--- src/design/odc_defines.vh ---
// constants and field layout of the output divider configuration bank
`ifndef ODC_DEFINES_VH
`define ODC_DEFINES_VH
`define ODC_OFS_TOP_DIV_HIGH   8'h50
`define ODC_OFS_TOP_DIV_MID    8'h51
`define ODC_OFS_TOP_DIV_LOW    8'h52
`define ODC_OFS_TOP_PHASE      8'h53
`define ODC_OFS_TOP_DELAY      8'h54
`define ODC_OFS_TOP_DRV_STD    8'h55
`define ODC_OFS_TOP_PIN_MODE   8'h57
`define ODC_OFS_BOT_DIV_HIGH   8'h60
`define ODC_OFS_BOT_DIV_MID    8'h61
`define ODC_OFS_BOT_DIV_LOW    8'h62
`define ODC_OFS_BOT_PHASE      8'h63
`define ODC_RESET_VALUE        8'h00
`define ODC_DIV_HIGH_MASK      8'h0f
`define ODC_PHASE_MASK         8'hc7
`define ODC_DRV_STD_MASK       8'hdf
`define ODC_PIN_MODE_MASK      8'h0f
`define ODC_FINE_STEP_PS       30
`define ODC_FINE3_MAX          3'h4
`define ODC_PHASE_DIFF         2'h0
`define ODC_PHASE_TRUE_BOTH    2'h1
`define ODC_STD_MAX            3'h5
`define ODC_SUPPLY_MAX         2'h2
`endif

--- src/design/odc_bank.v ---
// configuration bank for the top and bottom output channels
`default_nettype none
`include "odc_defines.vh"
module odc_bank (
    input  wire        REF_CLK_IN,
    input  wire        RST_N_IN,
    input  wire        WR_EN_IN,
    input  wire [7:0]  ADDR_IN,
    input  wire [7:0]  WDATA_IN,
    output reg  [7:0]  RDATA_OUT,
    input  wire        TOP_TRUE_CLOCK_IN,
    input  wire        TOP_COMPLEMENT_CLOCK_IN,
    input  wire        BOT_TRUE_CLOCK_IN,
    input  wire        BOT_COMPLEMENT_CLOCK_IN,
    output wire        TOP_POSITIVE_PIN_OUT,
    output wire        TOP_NEGATIVE_PIN_OUT,
    output wire        BOT_POSITIVE_PIN_OUT,
    output wire        BOT_NEGATIVE_PIN_OUT,
    output reg  [29:0] TOP_OUTPUT_DIVIDER_VALUE_OUT,
    output reg  [23:0] BOT_OUTPUT_DIVIDER_VALUE_OUT,
    output reg  [5:0]  TOP_COARSE_DELAY_OUT,
    output reg  [2:0]  TOP_FINE_DELAY_OUT,
    output reg  [1:0]  TOP_SUPPLY_LEVEL_CODE_OUT,
    output reg  [2:0]  TOP_DRIVER_STANDARD_OUT,
    output reg  [3:0]  TOP_PIN_MODE_OUT,
    output reg  [2:0]  TOP_DRIVE_STRENGTH_OUT,
    output reg  [2:0]  BOT_DRIVE_STRENGTH_OUT,
    output reg         TOP_CONFIG_VALID_OUT
);
    wire [7:0] top_div_high; // divider 19:16 and 29:28 bits via drv std
    wire [7:0] top_div_mid;  // divider 15:8
    wire [7:0] top_div_low;  // divider 7:0
    wire [7:0] top_phase;    // phase select and strength
    wire [7:0] top_delay;    // coarse and fine delay
    wire [7:0] top_drv_std;  // standard, supply? see layout below
    wire [7:0] top_pin_mode; // pin mode code
    wire [7:0] bot_div_high; // divider 23:16
    wire [7:0] bot_div_mid;  // divider 15:8
    wire [7:0] bot_div_low;  // divider 7:0
    wire [7:0] bot_phase;    // phase select and strength
    wire [10:0] hits;        // per-register address match
    // top channel registers
    odc_field_reg #(.OFFSET(`ODC_OFS_TOP_DIV_HIGH), .MASK(`ODC_DIV_HIGH_MASK)) u_tdh (.clk_in(REF_CLK_IN),
        .rst_n_in(RST_N_IN), .wr_en_in(WR_EN_IN), .addr_in(ADDR_IN), .wdata_in(WDATA_IN),
        .hit_out(hits[0]), .value_out(top_div_high));
    odc_field_reg #(.OFFSET(`ODC_OFS_TOP_DIV_MID)) u_tdm (.clk_in(REF_CLK_IN),
        .rst_n_in(RST_N_IN), .wr_en_in(WR_EN_IN), .addr_in(ADDR_IN), .wdata_in(WDATA_IN),
        .hit_out(hits[1]), .value_out(top_div_mid));
    odc_field_reg #(.OFFSET(`ODC_OFS_TOP_DIV_LOW)) u_tdl (.clk_in(REF_CLK_IN),
        .rst_n_in(RST_N_IN), .wr_en_in(WR_EN_IN), .addr_in(ADDR_IN), .wdata_in(WDATA_IN),
        .hit_out(hits[2]), .value_out(top_div_low));
    odc_field_reg #(.OFFSET(`ODC_OFS_TOP_PHASE), .MASK(`ODC_PHASE_MASK)) u_tph (.clk_in(REF_CLK_IN),
        .rst_n_in(RST_N_IN), .wr_en_in(WR_EN_IN), .addr_in(ADDR_IN), .wdata_in(WDATA_IN),
        .hit_out(hits[3]), .value_out(top_phase));
    odc_field_reg #(.OFFSET(`ODC_OFS_TOP_DELAY)) u_tdy (.clk_in(REF_CLK_IN),
        .rst_n_in(RST_N_IN), .wr_en_in(WR_EN_IN), .addr_in(ADDR_IN), .wdata_in(WDATA_IN),
        .hit_out(hits[4]), .value_out(top_delay));
    odc_field_reg #(.OFFSET(`ODC_OFS_TOP_DRV_STD), .MASK(`ODC_DRV_STD_MASK)) u_tds (.clk_in(REF_CLK_IN),
        .rst_n_in(RST_N_IN), .wr_en_in(WR_EN_IN), .addr_in(ADDR_IN), .wdata_in(WDATA_IN),
        .hit_out(hits[5]), .value_out(top_drv_std));
    odc_field_reg #(.OFFSET(`ODC_OFS_TOP_PIN_MODE), .MASK(`ODC_PIN_MODE_MASK)) u_tpm (.clk_in(REF_CLK_IN),
        .rst_n_in(RST_N_IN), .wr_en_in(WR_EN_IN), .addr_in(ADDR_IN), .wdata_in(WDATA_IN),
        .hit_out(hits[6]), .value_out(top_pin_mode));
    // bottom channel registers, full bytes except the phase register
    odc_field_reg #(.OFFSET(`ODC_OFS_BOT_DIV_HIGH)) u_bdh (.clk_in(REF_CLK_IN),
        .rst_n_in(RST_N_IN), .wr_en_in(WR_EN_IN), .addr_in(ADDR_IN), .wdata_in(WDATA_IN),
        .hit_out(hits[7]), .value_out(bot_div_high));
    odc_field_reg #(.OFFSET(`ODC_OFS_BOT_DIV_MID)) u_bdm (.clk_in(REF_CLK_IN),
        .rst_n_in(RST_N_IN), .wr_en_in(WR_EN_IN), .addr_in(ADDR_IN), .wdata_in(WDATA_IN),
        .hit_out(hits[8]), .value_out(bot_div_mid));
    odc_field_reg #(.OFFSET(`ODC_OFS_BOT_DIV_LOW)) u_bdl (.clk_in(REF_CLK_IN),
        .rst_n_in(RST_N_IN), .wr_en_in(WR_EN_IN), .addr_in(ADDR_IN), .wdata_in(WDATA_IN),
        .hit_out(hits[9]), .value_out(bot_div_low));
    odc_field_reg #(.OFFSET(`ODC_OFS_BOT_PHASE), .MASK(`ODC_PHASE_MASK)) u_bph (.clk_in(REF_CLK_IN),
        .rst_n_in(RST_N_IN), .wr_en_in(WR_EN_IN), .addr_in(ADDR_IN), .wdata_in(WDATA_IN),
        .hit_out(hits[10]), .value_out(bot_phase));

    // read mux; unmapped offsets read zero
    always @* begin
        if (hits[0]) begin
            RDATA_OUT = top_div_high;
        end else if (hits[1]) begin
            RDATA_OUT = top_div_mid;
        end else if (hits[2]) begin
            RDATA_OUT = top_div_low;
        end else if (hits[3]) begin
            RDATA_OUT = top_phase;
        end else if (hits[4]) begin
            RDATA_OUT = top_delay;
        end else if (hits[5]) begin
            RDATA_OUT = top_drv_std;
        end else if (hits[6]) begin
            RDATA_OUT = top_pin_mode;
        end else if (hits[7]) begin
            RDATA_OUT = bot_div_high;
        end else if (hits[8]) begin
            RDATA_OUT = bot_div_mid;
        end else if (hits[9]) begin
            RDATA_OUT = bot_div_low;
        end else if (hits[10]) begin
            RDATA_OUT = bot_phase;
        end else begin
            RDATA_OUT = `ODC_RESET_VALUE;
        end
    end

    // channel decode registered from the bank
    always @(posedge REF_CLK_IN or negedge RST_N_IN) begin
        if (!RST_N_IN) begin
            TOP_OUTPUT_DIVIDER_VALUE_OUT <= 30'h0;
            BOT_OUTPUT_DIVIDER_VALUE_OUT <= 24'h0;
            TOP_COARSE_DELAY_OUT         <= 6'h0;
            TOP_FINE_DELAY_OUT           <= 3'h0;
            TOP_SUPPLY_LEVEL_CODE_OUT    <= 2'h0;
            TOP_DRIVER_STANDARD_OUT      <= 3'h0;
            TOP_PIN_MODE_OUT             <= 4'h0;
            TOP_DRIVE_STRENGTH_OUT       <= 3'h0;
            BOT_DRIVE_STRENGTH_OUT       <= 3'h0;
            TOP_CONFIG_VALID_OUT         <= 1'b0;
        end else begin
            // 29:28 from drv byte 7:6, 27:20 zero, 19:16 from high byte 3:0, rest bytes
            TOP_OUTPUT_DIVIDER_VALUE_OUT <= {top_drv_std[7:6], 8'h00, top_div_high[3:0],
                                             top_div_mid, top_div_low};
            BOT_OUTPUT_DIVIDER_VALUE_OUT <= {bot_div_high, bot_div_mid, bot_div_low};
            TOP_COARSE_DELAY_OUT         <= top_delay[5:0];
            // bit 4 of the standard byte extends fine delay to three bits
            TOP_FINE_DELAY_OUT           <= {top_drv_std[4], top_delay[7:6]};
            TOP_SUPPLY_LEVEL_CODE_OUT    <= top_drv_std[4:3];
            TOP_DRIVER_STANDARD_OUT      <= top_drv_std[2:0];
            TOP_PIN_MODE_OUT             <= top_pin_mode[3:0];
            TOP_DRIVE_STRENGTH_OUT       <= top_phase[2:0]; // recommended 111
            BOT_DRIVE_STRENGTH_OUT       <= bot_phase[2:0];
            // flags codes outside the documented sets
            TOP_CONFIG_VALID_OUT <= (top_drv_std[2:0] <= `ODC_STD_MAX) &&
                                    (top_drv_std[4:3] <= `ODC_SUPPLY_MAX) &&
                                    ({top_drv_std[4], top_delay[7:6]} <= `ODC_FINE3_MAX);
        end
    end

    // pin routing per channel
    odc_clock_router u_top_route (
        .phase_sel_in        (top_phase[7:6]),
        .true_clock_in       (TOP_TRUE_CLOCK_IN),
        .complement_clock_in (TOP_COMPLEMENT_CLOCK_IN),
        .positive_pin_out    (TOP_POSITIVE_PIN_OUT),
        .negative_pin_out    (TOP_NEGATIVE_PIN_OUT)
    );
    odc_clock_router u_bot_route (
        .phase_sel_in        (bot_phase[7:6]),
        .true_clock_in       (BOT_TRUE_CLOCK_IN),
        .complement_clock_in (BOT_COMPLEMENT_CLOCK_IN),
        .positive_pin_out    (BOT_POSITIVE_PIN_OUT),
        .negative_pin_out    (BOT_NEGATIVE_PIN_OUT)
    );
endmodule
`default_nettype wire

--- src/design/odc_clock_router.v ---
// routes true and complement clocks onto the two single-ended drivers
`default_nettype none
`include "odc_defines.vh"
module odc_clock_router (
    input  wire [1:0] phase_sel_in,
    input  wire       true_clock_in,
    input  wire       complement_clock_in,
    output reg        positive_pin_out,
    output reg        negative_pin_out
);
    // 00 differential, 01 true on both, 1x complement on both
    always @* begin
        if (phase_sel_in == `ODC_PHASE_DIFF) begin
            positive_pin_out = true_clock_in;
            negative_pin_out = complement_clock_in;
        end else if (phase_sel_in == `ODC_PHASE_TRUE_BOTH) begin
            positive_pin_out = true_clock_in;
            negative_pin_out = true_clock_in;
        end else begin
            positive_pin_out = complement_clock_in;
            negative_pin_out = complement_clock_in;
        end
    end
endmodule
`default_nettype wire

--- src/design/odc_field_reg.v ---
// one byte-wide configuration register with a write mask
`default_nettype none
module odc_field_reg #(
    parameter [7:0] OFFSET = 8'h00,
    parameter [7:0] MASK   = 8'hff
) (
    input  wire       clk_in,
    input  wire       rst_n_in,
    input  wire       wr_en_in,
    input  wire [7:0] addr_in,
    input  wire [7:0] wdata_in,
    output wire       hit_out,
    output reg  [7:0] value_out
);
    assign hit_out = (addr_in == OFFSET);
    // masked store; spare bits stay zero
    always @(posedge clk_in or negedge rst_n_in) begin
        if (!rst_n_in) begin
            value_out <= 8'h00;
        end else if (wr_en_in && hit_out) begin
            value_out <= wdata_in & MASK;
        end
    end
endmodule
`default_nettype wire

--- config.mk ---
export PLATFORM = sky130hd
export DESIGN_NAME = odc_bank
export DESIGN_NICKNAME = d
export VERILOG_FILES = /design/src/design/odc_bank.v /design/src/design/odc_clock_router.v /design/src/design/odc_field_reg.v
export VERILOG_INCLUDE_DIRS = /design/src /design/src/design
export SDC_FILE = /design/constraint.sdc
export NUM_CORES = 1
export LEC_CHECK = 0
export BUFFER_PORTS_ARGS = -buffer_cell sky130_fd_sc_hd__buf_2
export CAP_MARGIN = 30
export CORE_AREA = 2 2 129 131
export DETAILED_ROUTE_END_ITERATION = 8
export DIE_AREA = 0 0 131 133
export SETUP_SLACK_MARGIN = 0.3
export SLEW_MARGIN = 20
export SYNTH_ARGS = -nofsm -noshare
export SYNTH_HDL_FRONTEND = slang
export SYNTH_HIERARCHICAL = 1
export SYNTH_SLANG_ARGS = --single-unit
--- constraint.sdc ---
create_clock -name REF_CLK_IN -period 2.9 [get_ports REF_CLK_IN]
set_input_delay 0.29 -clock REF_CLK_IN [delete_from_list [all_inputs] [get_ports REF_CLK_IN]]
set_output_delay 0.29 -clock REF_CLK_IN [all_outputs]
set_load 0.02 [all_outputs]
==> results.cfg, run 1 <==
[outcome]
status = finished, final reports clean

[die]
dieArea_um2 = 17420
fp.dieW_um = 131
ios = 114
fp-row-count = 47
die_h_um = 133
start_util_pct = 39.22
core_area_um2 = 16170

[global_routing]
grt_pass1_vias = 4155
grt_pass1_wl_um = 23190
grt_usage_pct = 17.80
antenna_found_initial = 0
grt_max_degree = 88
overflow = 0

[cells_and_area]
final_common_cell = dfrtp_1
layout-drive-gt1-share_pct = 41.54
stdcell_area_um2 = 7471
final_util_pct = 46.20
final_nets = 599
final_cell_mix = dfrtp_1, buf_2, mux2_2
area_growth_pct = 17.79
antennaDiodeCount = 0

[sta]
fin_hold_ws_ns = 0.2310
slew_headroom_pct = 46.99
tns_ns = 0
hold_violations = 0
setup-violations-final = 0
tightest_slew_ns = 0.7952
final_max_slew_viol_count = 0
rsz0062_at_grt = false
setup_slack_ns = 0.4386
min_period_ns = 2.461
fin_worst_skew_ns = 0.01540
fin_crit_sh_pct = 84.87
fmax_mhz = 406.3

[critical_path]
worstSetupPathType = input port to output port
cp-start-kind = input port
cp-end-kind = output port
crit_arrival_ns = 2.17
cp_max_fo = 12
crit_required_ns = 2.61

[cts]
cts_buffer_depth = 2
clkTransAtPathRegs_ns = 0.06
clk_latency_ns = 0.41
cts.sinks = 143
cts_buffers = 17
cts_tree = built
cts-root-buf = clkbuf_16
ctsHtreeMaxLevel = 4

[placed_design]
io_buffer_count = 105
place_area_um2 = 6934
post-place-ws_ns = 0.3931
dp_hpwl_um = 10530
gp_congestion = 0.8776

[drt]
postRouteWirelength_um = 14700
post_drt_wl_per_cell_um = 18.25
dr.pass1.iters = 4
vias = 4081
drcViolationCount = 0
postRouteAntennaNets = 0
initialDrtViolationCount = 237
viasPerCell = 5.070

[synthesis]
synthMuxAreaShare_pct = 14.91
avgSynthCellArea_um2 = 13.44
synth_top_family_by_area = multiplexers
synth-edff-count = 0
synth_ff_type = dfrtp_1
netlist_instances = 472
yosysUniqueCellTypes = 47
synth-xor-area-share_pct = 0
syn-cell-area_um2 = 6342
ys_ff_latch = 143
synthSimpleGateAreaFrac_pct = 14.03
ys_seq_area_share_pct = 56.42
synth_compound_area_share_pct = 8.305
async_flop_share_pct = 100.0
yosysWarningCount = 6
synthAdderAreaFrac_pct = 0

[power_and_ir_drop]
peakVddDrop_mv = 0.3680
powerDensity_nw_per_um2 = 593.5
p_leak_uw = 0.003930

[worst_hold_path]
hold_class = input port to flip-flop

[flow_run]
drv_cap = 0
## power by group
part	internal, uW	switching [uW]	total [uW]
Combinational	120	217	337
Clock	1170	772	1940
Sequential	2090	63.3	2150
Total	3380	1050	4430
## Yosys cell counts, types with 5 or more instances
master	instances	area share, %
a2111oi_0	6	0.83
a211o_1	5	0.69
a21oi_1	11	0.87
a221o_1	6	0.95
a221oi_2	6	1.4
and3_2	7	0.83
and4bb_2	5	0.99
buf_2	6	0.47
buf_4	25	3.0
buf_6	5	0.89
conb_1	6	0.36
dfrtp_1	143	56
inv_1	12	0.71
mux2_1	5	0.89
mux2_2	51	9.1
mux2_4	21	5.0
nand2_1	24	1.4
nand4_4	6	2.0
nor2_1	15	0.89
nor2b_1	25	2.5
nor3_1	9	0.71
nor3b_1	10	1.2
o211ai_1	8	0.95
o21ai_0	12	0.95
## routing by layer
layer | vias up | part of all wire [%] | global-route usage, % | routed length [um]
li1 | 1860 | - | - | -
met1 | 2104 | 45 | 23.83 | 6561
met2 | 107 | 50 | 28.55 | 7386
met3 | 10 | 3.8 | 3.235 | 565
met4 | 0 | 1.2 | 7.092 | 182
met5 | - | 0 | 0 | 0
## final timing paths
kind	slack (ns)	depth (start not counted)	start	to
worst max-delay path	0.44	8	ADDR_IN[1]	RDATA_OUT[2]
worst min-delay path	0.23	2	WDATA_IN[5]	u_tdm/value_out[5]$_DFFE_PN0P_
worst max register to register	1.91	2	u_tdy/value_out[6]$_DFFE_PN0P_	TOP_CONFIG_VALID_OUT$_DFF_PN0_
worst min register to register	0.40	0	u_tdh/value_out[2]$_DFFE_PN0P_	TOP_OUTPUT_DIVIDER_VALUE_OUT[18]$_DFF_PN0_
max in group asynchronous	1.56	3	RST_N_IN	TOP_FINE_DELAY_OUT[2]$_DFF_PN0_
min in group asynchronous	0.50	2	RST_N_IN	BOT_OUTPUT_DIVIDER_VALUE_OUT[6]$_DFF_PN0_
## critical path, cell delays in order
cell and delay [ns]:
buf_2 0.18, and4bb_2 0.28, and3_2 0.33, nor2_4 0.23
nand2_1 0.12, a2111oi_1 0.39, a21oi_1 0.17, buf_2 0.19
## through the flow
step / std cells / power [uW]
floorplan: 489 / 2369
global placement: 776 / 2519
detailed placement: 776 / 2530
finish: 805 / 4434
CTS: 805 / 4473
global route: 805 / 4603
## cell type report
cell class | instances | area, um2
Sequential cell | 143 | 3578
Clock inverter | 8 | 70.07
Tap cell | 220 | 275.3
Inverter | 12 | 45.04
Timing Repair Buffer | 111 | 591.8
Fill cell | 1498 | 8701
Clock buffer | 20 | 446.7
Multi-Input combinational cell | 291 | 2464
## logic make-up after synthesis
kind of cell,Yosys count
other,6
buffers and inverters,55
DFF,143
AOI/OAI and AO/OA,68
and+or+nand+nor,123
muxes,77
## state kept, by name, indices dropped and copies added (netlist names)
register / cells
u_tds/value_out: 7
TOP_DRIVE_STRENGTH_OUT: 3
u_tdm/value_out: 8
BOT_OUTPUT_DIVIDER_VALUE_OUT: 24
TOP_PIN_MODE_OUT: 4
TOP_DRIVER_STANDARD_OUT: 3
TOP_OUTPUT_DIVIDER_VALUE_OUT: 22
u_bdh/value_out: 8
TOP_SUPPLY_LEVEL_CODE_OUT: 1
u_bdm/value_out: 8
BOT_DRIVE_STRENGTH_OUT: 3
u_bph/value_out: 5
u_tpm/value_out: 4
TOP_COARSE_DELAY_OUT: 6
u_tph/value_out: 5
u_tdh/value_out: 4
u_tdy/value_out: 8
TOP_FINE_DELAY_OUT: 3
u_bdl/value_out: 8
u_tdl/value_out: 8
TOP_CONFIG_VALID_OUT: 1
## what timing repair did
action                                  4_1_cts  5_1_grt
endpoints found under the hold margin        85        0
hold buffers                                  1        0
gates resized for setup                       0        5
endpoints found under the setup margin        0        7
setup buffers                                 0        0
Note: power is estimated with default switching activity, not from simulation.
==> run 2, diff against run 1 <==
clock period = 2.5 ns   (was 2.9 ns; I/O delays follow)
==> run 2 against run 1 <==
Worst setup slack worse by 0.086 ns. First-iteration DRC count is 33% higher. Sequential share of layout area down 3.7 points. Critical path depth did not move. Routed wire length up 5.4%. Die area unchanged. Power is 19% higher. Count of clock-buffer cells in the layout did not move. Critical endpoint is now RDATA_OUT[1]. Non-clock buffer count is 29 higher.
==> results.cfg, run 2 (synthesized netlist as in run 1, its figures left out) <==
[outcome]
status = finished, final reports clean

[flow_run]
drv_cap = 0

[cells_and_area]
layout-drive-gt1-share_pct = 49.11
largest_register = BOT_OUTPUT_DIVIDER_VALUE_OUT
final_cell_mix = dfrtp_1, buf_2, mux2_2
fillers = 1410
top_regs = BOT_OUTPUT_DIVIDER_VALUE_OUT (24), TOP_OUTPUT_DIVIDER_VALUE_OUT (22)
regArea_um2 = 3578
area_growth_pct = 27.74
final_nets = 629
final_common_cell = dfrtp_1
multi_input_area_um2 = 2705
antennaDiodeCount = 0
largest_reg_flops = 24

[drt]
drcViolationCount = 0
postRouteWirelength_um = 15500
viasPerCell = 5.072
vias = 4255
post_drt_wl_per_cell_um = 18.47
dr.pass1.iters = 4
postRouteAntennaNets = 0
initialDrtViolationCount = 316

[critical_path]
crit_arrival_ns = 1.90
cp-end-kind = output port
crit_path_start = ADDR_IN[1]
worstSetupPathType = input port to output port
cp_max_fo = 11
crit_required_ns = 2.25
r2r_slack_ns = 1.47
cp-start-kind = input port
timing.rr.start = u_tdy/value_out[6]$_DFFE_PN0P_

[global_routing]
antenna_found_initial = 0
grt_pass1_wl_um = 23630
grt_max_degree = 67
overflow = 0
grt_pass1_vias = 4217
grt_usage_pct = 18.15

[sta]
tns_ns = 0
hold_violations = 0
rsz0062_at_grt = false
fmax_mhz = 465.6
fin_crit_sh_pct = 85.91
fin_hold_ws_ns = 0.2165
tightest_slew_ns = 0.6027
setup-violations-final = 0
slew_headroom_pct = 59.82
fin_worst_skew_ns = 0.005629
min_period_ns = 2.148
setup_slack_ns = 0.3523
final_max_slew_viol_count = 0

[power_and_ir_drop]
pwr-share-seq_pct = 47.3
pwr-share-clk_pct = 44.8
powerDensity_nw_per_um2 = 652.4
p_leak_uw = 0.004184
intPower_uw = 3979
combinationalPowerShare_pct = 7.9
switchingPower_uw = 1306
swShare_pct = 24.72
peakVddDrop_mv = 0.4443

[placed_design]
post-place-ws_ns = 0.1133
dp_hpwl_um = 10420
io_buffer_count = 105
gp_congestion = 0.9000

[die]
ios = 114
die_h_um = 133
fp.dieW_um = 131
start_util_pct = 39.22
core_area_um2 = 16170
fp-row-count = 47
dieArea_um2 = 17420

[cts]
cts.sinks = 143
ctsHtreeMaxLevel = 4
clk_latency_ns = 0.41
cts_tree = built
cts_buffers = 17
cts_buffer_depth = 2
clkTransAtPathRegs_ns = 0.06
cts-root-buf = clkbuf_16

[worst_hold_path]
min-delay-start = WDATA_IN[5]
hold_class = input port to flip-flop
## run 2: changes by cell type in the layout (fill, tap and decap cells not counted), sizes merged
cell,delta
buf,+26
clkinvlp,+2
inv,+1
clkinv,+1
clkbuf,+3
and3,+1
## run 2: final timing paths
path,cells past startpoint,to
max,8,RDATA_OUT[1]
min,2,u_tdm/value_out[5]$_DFFE_PN0P_
max reg2reg,2,TOP_CONFIG_VALID_OUT$_DFF_PN0_
min reg2reg,0,TOP_COARSE_DELAY_OUT[5]$_DFF_PN0_
max in group asynchronous,3,TOP_COARSE_DELAY_OUT[1]$_DFF_PN0_
min in group asynchronous,2,u_bdl/value_out[6]$_DFFE_PN0P_
## run 2: power groups by stage
stage	Clock (uW)	Sequential, uW	Combinational, uW
finish	2370	2500	418
CTS	2420	2500	400
detailed placement	0	2540	393
floorplan	0	2580	168
global placement	0	2540	385
global route	2530	2510	453
## run 2: layer usage
layer  track usage (%)  vias to the layer above  wire (um)
met5                 0                        -          0
met2             28.73                      115       7786
met4             6.856                        0        297
met1             24.39                     2186       6888
met3             3.963                       23        522
li1                  -                     1931          -
## run 2: area by class of cell
| type | instances | area share (%) |
|---|---|---|
| Clock buffer | 20 | 5.514 |
| Clock inverter | 12 | 1.405 |
| Inverter | 12 | 0.5560 |
| Multi-Input combinational cell | 292 | 33.39 |
| Sequential cell | 143 | 44.17 |
| Tap cell | 220 | 3.398 |
| Timing Repair Buffer | 140 | 11.57 |
## run 2: per-stage QoR
stage	total power [uW]	utilization [%]	instances	instance area, um2
after floorplan	2748	-	489	6406
after global placement	2922	43.17	779	6982
after detailed placement	2933	43.17	779	6982
after CTS	5319	47.20	816	7634
after global routing	5496	50.10	839	8102
final	5285	50.10	839	8102
## run 2: critical path, cell delays in order
cell and delay (ns):
buf_4 0.15, and4bb_2 0.26, and3_4 0.20, nor2_4 0.25, nand2_2 0.12, a2111oi_2 0.33
a21oi_1 0.15, buf_4 0.18
## run 2: repair_timing
| item | 4_1_cts | 5_1_grt |
|---|---|---|
| pin swaps | 5 | 21 |
| setup buffers | 4 | 20 |
| hold buffers | 1 | 0 |
| gates resized for setup | 19 | 67 |
| hold endpoints to repair | 64 | 0 |
| cloned | 0 | 3 |
| setup endpoints to repair | 8 | 8 |
==> run 3, diff against run 2 <==
BUFFER_PORTS_ARGS = default   (was -buffer_cell sky130_fd_sc_hd__buf_2)
DONT_BUFFER_PORTS = 1   (was default)
SLEW_MARGIN = 30   (was 20)
clock period = 2.8 ns   (was 2.5 ns; I/O delays follow)
==> run 3 against run 2 <==
The flow now finishes with violations (hold timing). Non-clock buffer count down 117. Flip-flop and latch count did not move. Register-to-register slack gained 0.31 ns. Largest cell class unchanged. Core utilization decreased by 5.7 points. Sequential power down 8.0%. Via count down 11%. Clock power down 2%. Critical path type unchanged. Largest power group is now the clock network. Critical path depth stayed put.
==> results.cfg, run 3 (synthesized netlist as in run 1, its figures left out) <==
[drt]
initialDrtViolationCount = 252
viasPerCell = 5.264
vias = 3795
dr.pass1.iters = 4
postRouteAntennaNets = 0
post_drt_wl_per_cell_um = 20.69
drcViolationCount = 0
postRouteWirelength_um = 14910

[cts]
cts_tree = built
ctsHtreeMaxLevel = 4
cts-root-buf = clkbuf_16
cts_buffers = 17
post-cts-setup-buffer-count = 0
cts_buffer_depth = 2
cts.sinks = 143
clk_latency_ns = 0.42
clkTransAtPathRegs_ns = 0.07

[global_routing]
antenna_found_initial = 0
overflow = 0
grt_usage_pct = 18.26
use_met2_pct = 28.35
grt_pass1_vias = 3954
met1_usage_pct = 23.75
grt_pass1_wl_um = 23380
grt_max_degree = 144
busiest_layer = met2
use_met3_pct = 5.419

[die]
dieArea_um2 = 17420
core_area_um2 = 16170
start_util_pct = 39.22
die_h_um = 133
fp-row-count = 47
fp.dieW_um = 131
ios = 114

[critical_path]
cpMostUsedCell = buf_4
worstSetupPathType = input port to output port
cp-end-kind = output port
crit_arrival_ns = 1.99
crit_slowest_cell = and3_2
timing.rr.start = u_tdy/value_out[6]$_DFFE_PN0P_
cp_max_fo = 11
reg2reg_depth = 2
crit_required_ns = 2.52
crit_chain = nor4b_4, and3_2, buf_4, a211o_1, a221o_1, o211ai_1, a21oi_1, buf_4
max_stage_delay_ns = 0.34
cp-start-kind = input port
crit_path_start = ADDR_IN[7]

[worst_hold_path]
hold_class = input port to async pin

[placed_design]
dp_hpwl_um = 10190
gp_congestion = 0.8913
io_buffer_count = 0
post-place-ws_ns = 0.5309

[sta]
fin_crit_sh_pct = 81.21
fmax_mhz = 439.8
min_period_ns = 2.274
fin_hold_ws_ns = -0.4456
rsz0062_at_grt = false
fin_worst_skew_ns = 0.01076
final_max_slew_viol_count = 0
setup-violations-final = 0
hold_violations = 143
setup_slack_ns = 0.5262
tns_ns = 0

[power_and_ir_drop]
peakVddDrop_mv = 0.3856
p_total_uw = 4785
powerDensity_nw_per_um2 = 667.2
p_leak_uw = 0.003522

[cells_and_area]
final_common_cell = dfrtp_1
largest_register = BOT_OUTPUT_DIVIDER_VALUE_OUT
final_cell_mix = dfrtp_1, mux2_2, nor2b_1
largest_reg_flops = 24
area_growth_pct = 13.08
antennaDiodeCount = 0
final_nets = 511
top_regs = BOT_OUTPUT_DIVIDER_VALUE_OUT (24), TOP_OUTPUT_DIVIDER_VALUE_OUT (22)
layout-drive-gt1-share_pct = 30.14

[flow_run]
drv_cap = 0

[outcome]
violations = hold timing
status = finished with violations
-- run 3: cell types whose count changed in the layout (fill, tap and decap cells not counted), moves of 7 or more --
cell,previous run,this run
and3_4,7,0
buf_4,35,12
buf_2,89,0
nand2_2,7,0
buf_6,9,0
dlygate4sd3_1,1,10
nand2_1,17,24
-- run 3: power breakdown --
| part | internal, uW | switching, uW |
|---|---|---|
| Clock | 1410 | 905 |
| Sequential | 2160 | 135 |
| Combinational | 85.1 | 83.3 |
| Total | 3660 | 1120 |
-- run 3: layout make-up --
| cell class | count | area [um2] |
|---|---|---|
| multi-input combinational | 291 | 2454 |
| sequential | 143 | 3578 |
| inverter | 12 | 45.04 |
| tap | 220 | 275.3 |
| timing repair buffer | 23 | 210.2 |
| clock inverter | 15 | 183.9 |
| fill | 1462 | 9000 |
| clock buffer | 17 | 425.4 |
-- run 3: per-layer routing --
metal / vias to the layer above / part of all wire (%)
met5: - / 0
met2: 134 / 49
met4: 0 / 2.2
met1: 1945 / 43
met3: 24 / 5.3
li1: 1692 / -
-- run 3: worst paths after layout --
path                                                               to  slack, ns
min                                    u_bph/value_out[6]$_DFFE_PN0P_      -0.45
max reg2reg                            TOP_CONFIG_VALID_OUT$_DFF_PN0_       1.78
max                                                      RDATA_OUT[2]       0.53
min in group REF_CLK_IN                u_bdh/value_out[5]$_DFFE_PN0P_       0.01
min reg2reg                TOP_OUTPUT_DIVIDER_VALUE_OUT[11]$_DFF_PN0_       0.40
max in group asynchronous              u_tdy/value_out[1]$_DFFE_PN0P_       3.05
-- run 3: stage by stage --
step / utilization (%) / cells / hold slack [ns] / cell area [um2]
after global routing: 44.35 / 721 / -0.4707 / 7172
final: 44.35 / 721 / -0.4456 / 7172
after global placement: 39.96 / 679 / -0.01176 / 6462
after floorplan: - / 489 / -0.01559 / 6406
after CTS: 44.22 / 719 / -0.4662 / 7152
after detailed placement: 39.96 / 679 / -0.01085 / 6462
-- run 3: worst max-delay path: cells and delay by family --
family	cells	cell delay, ns
buffers and inverters	2	0.43
AOI/OAI and AO/OA	4	0.60
and+or+nand+nor	2	0.67
-- run 3: what timing repair did --
item                                   in CTS  in global routing
hold buffers                                8                  2
resized for setup                           0                  0
endpoints found under the hold margin     210                145
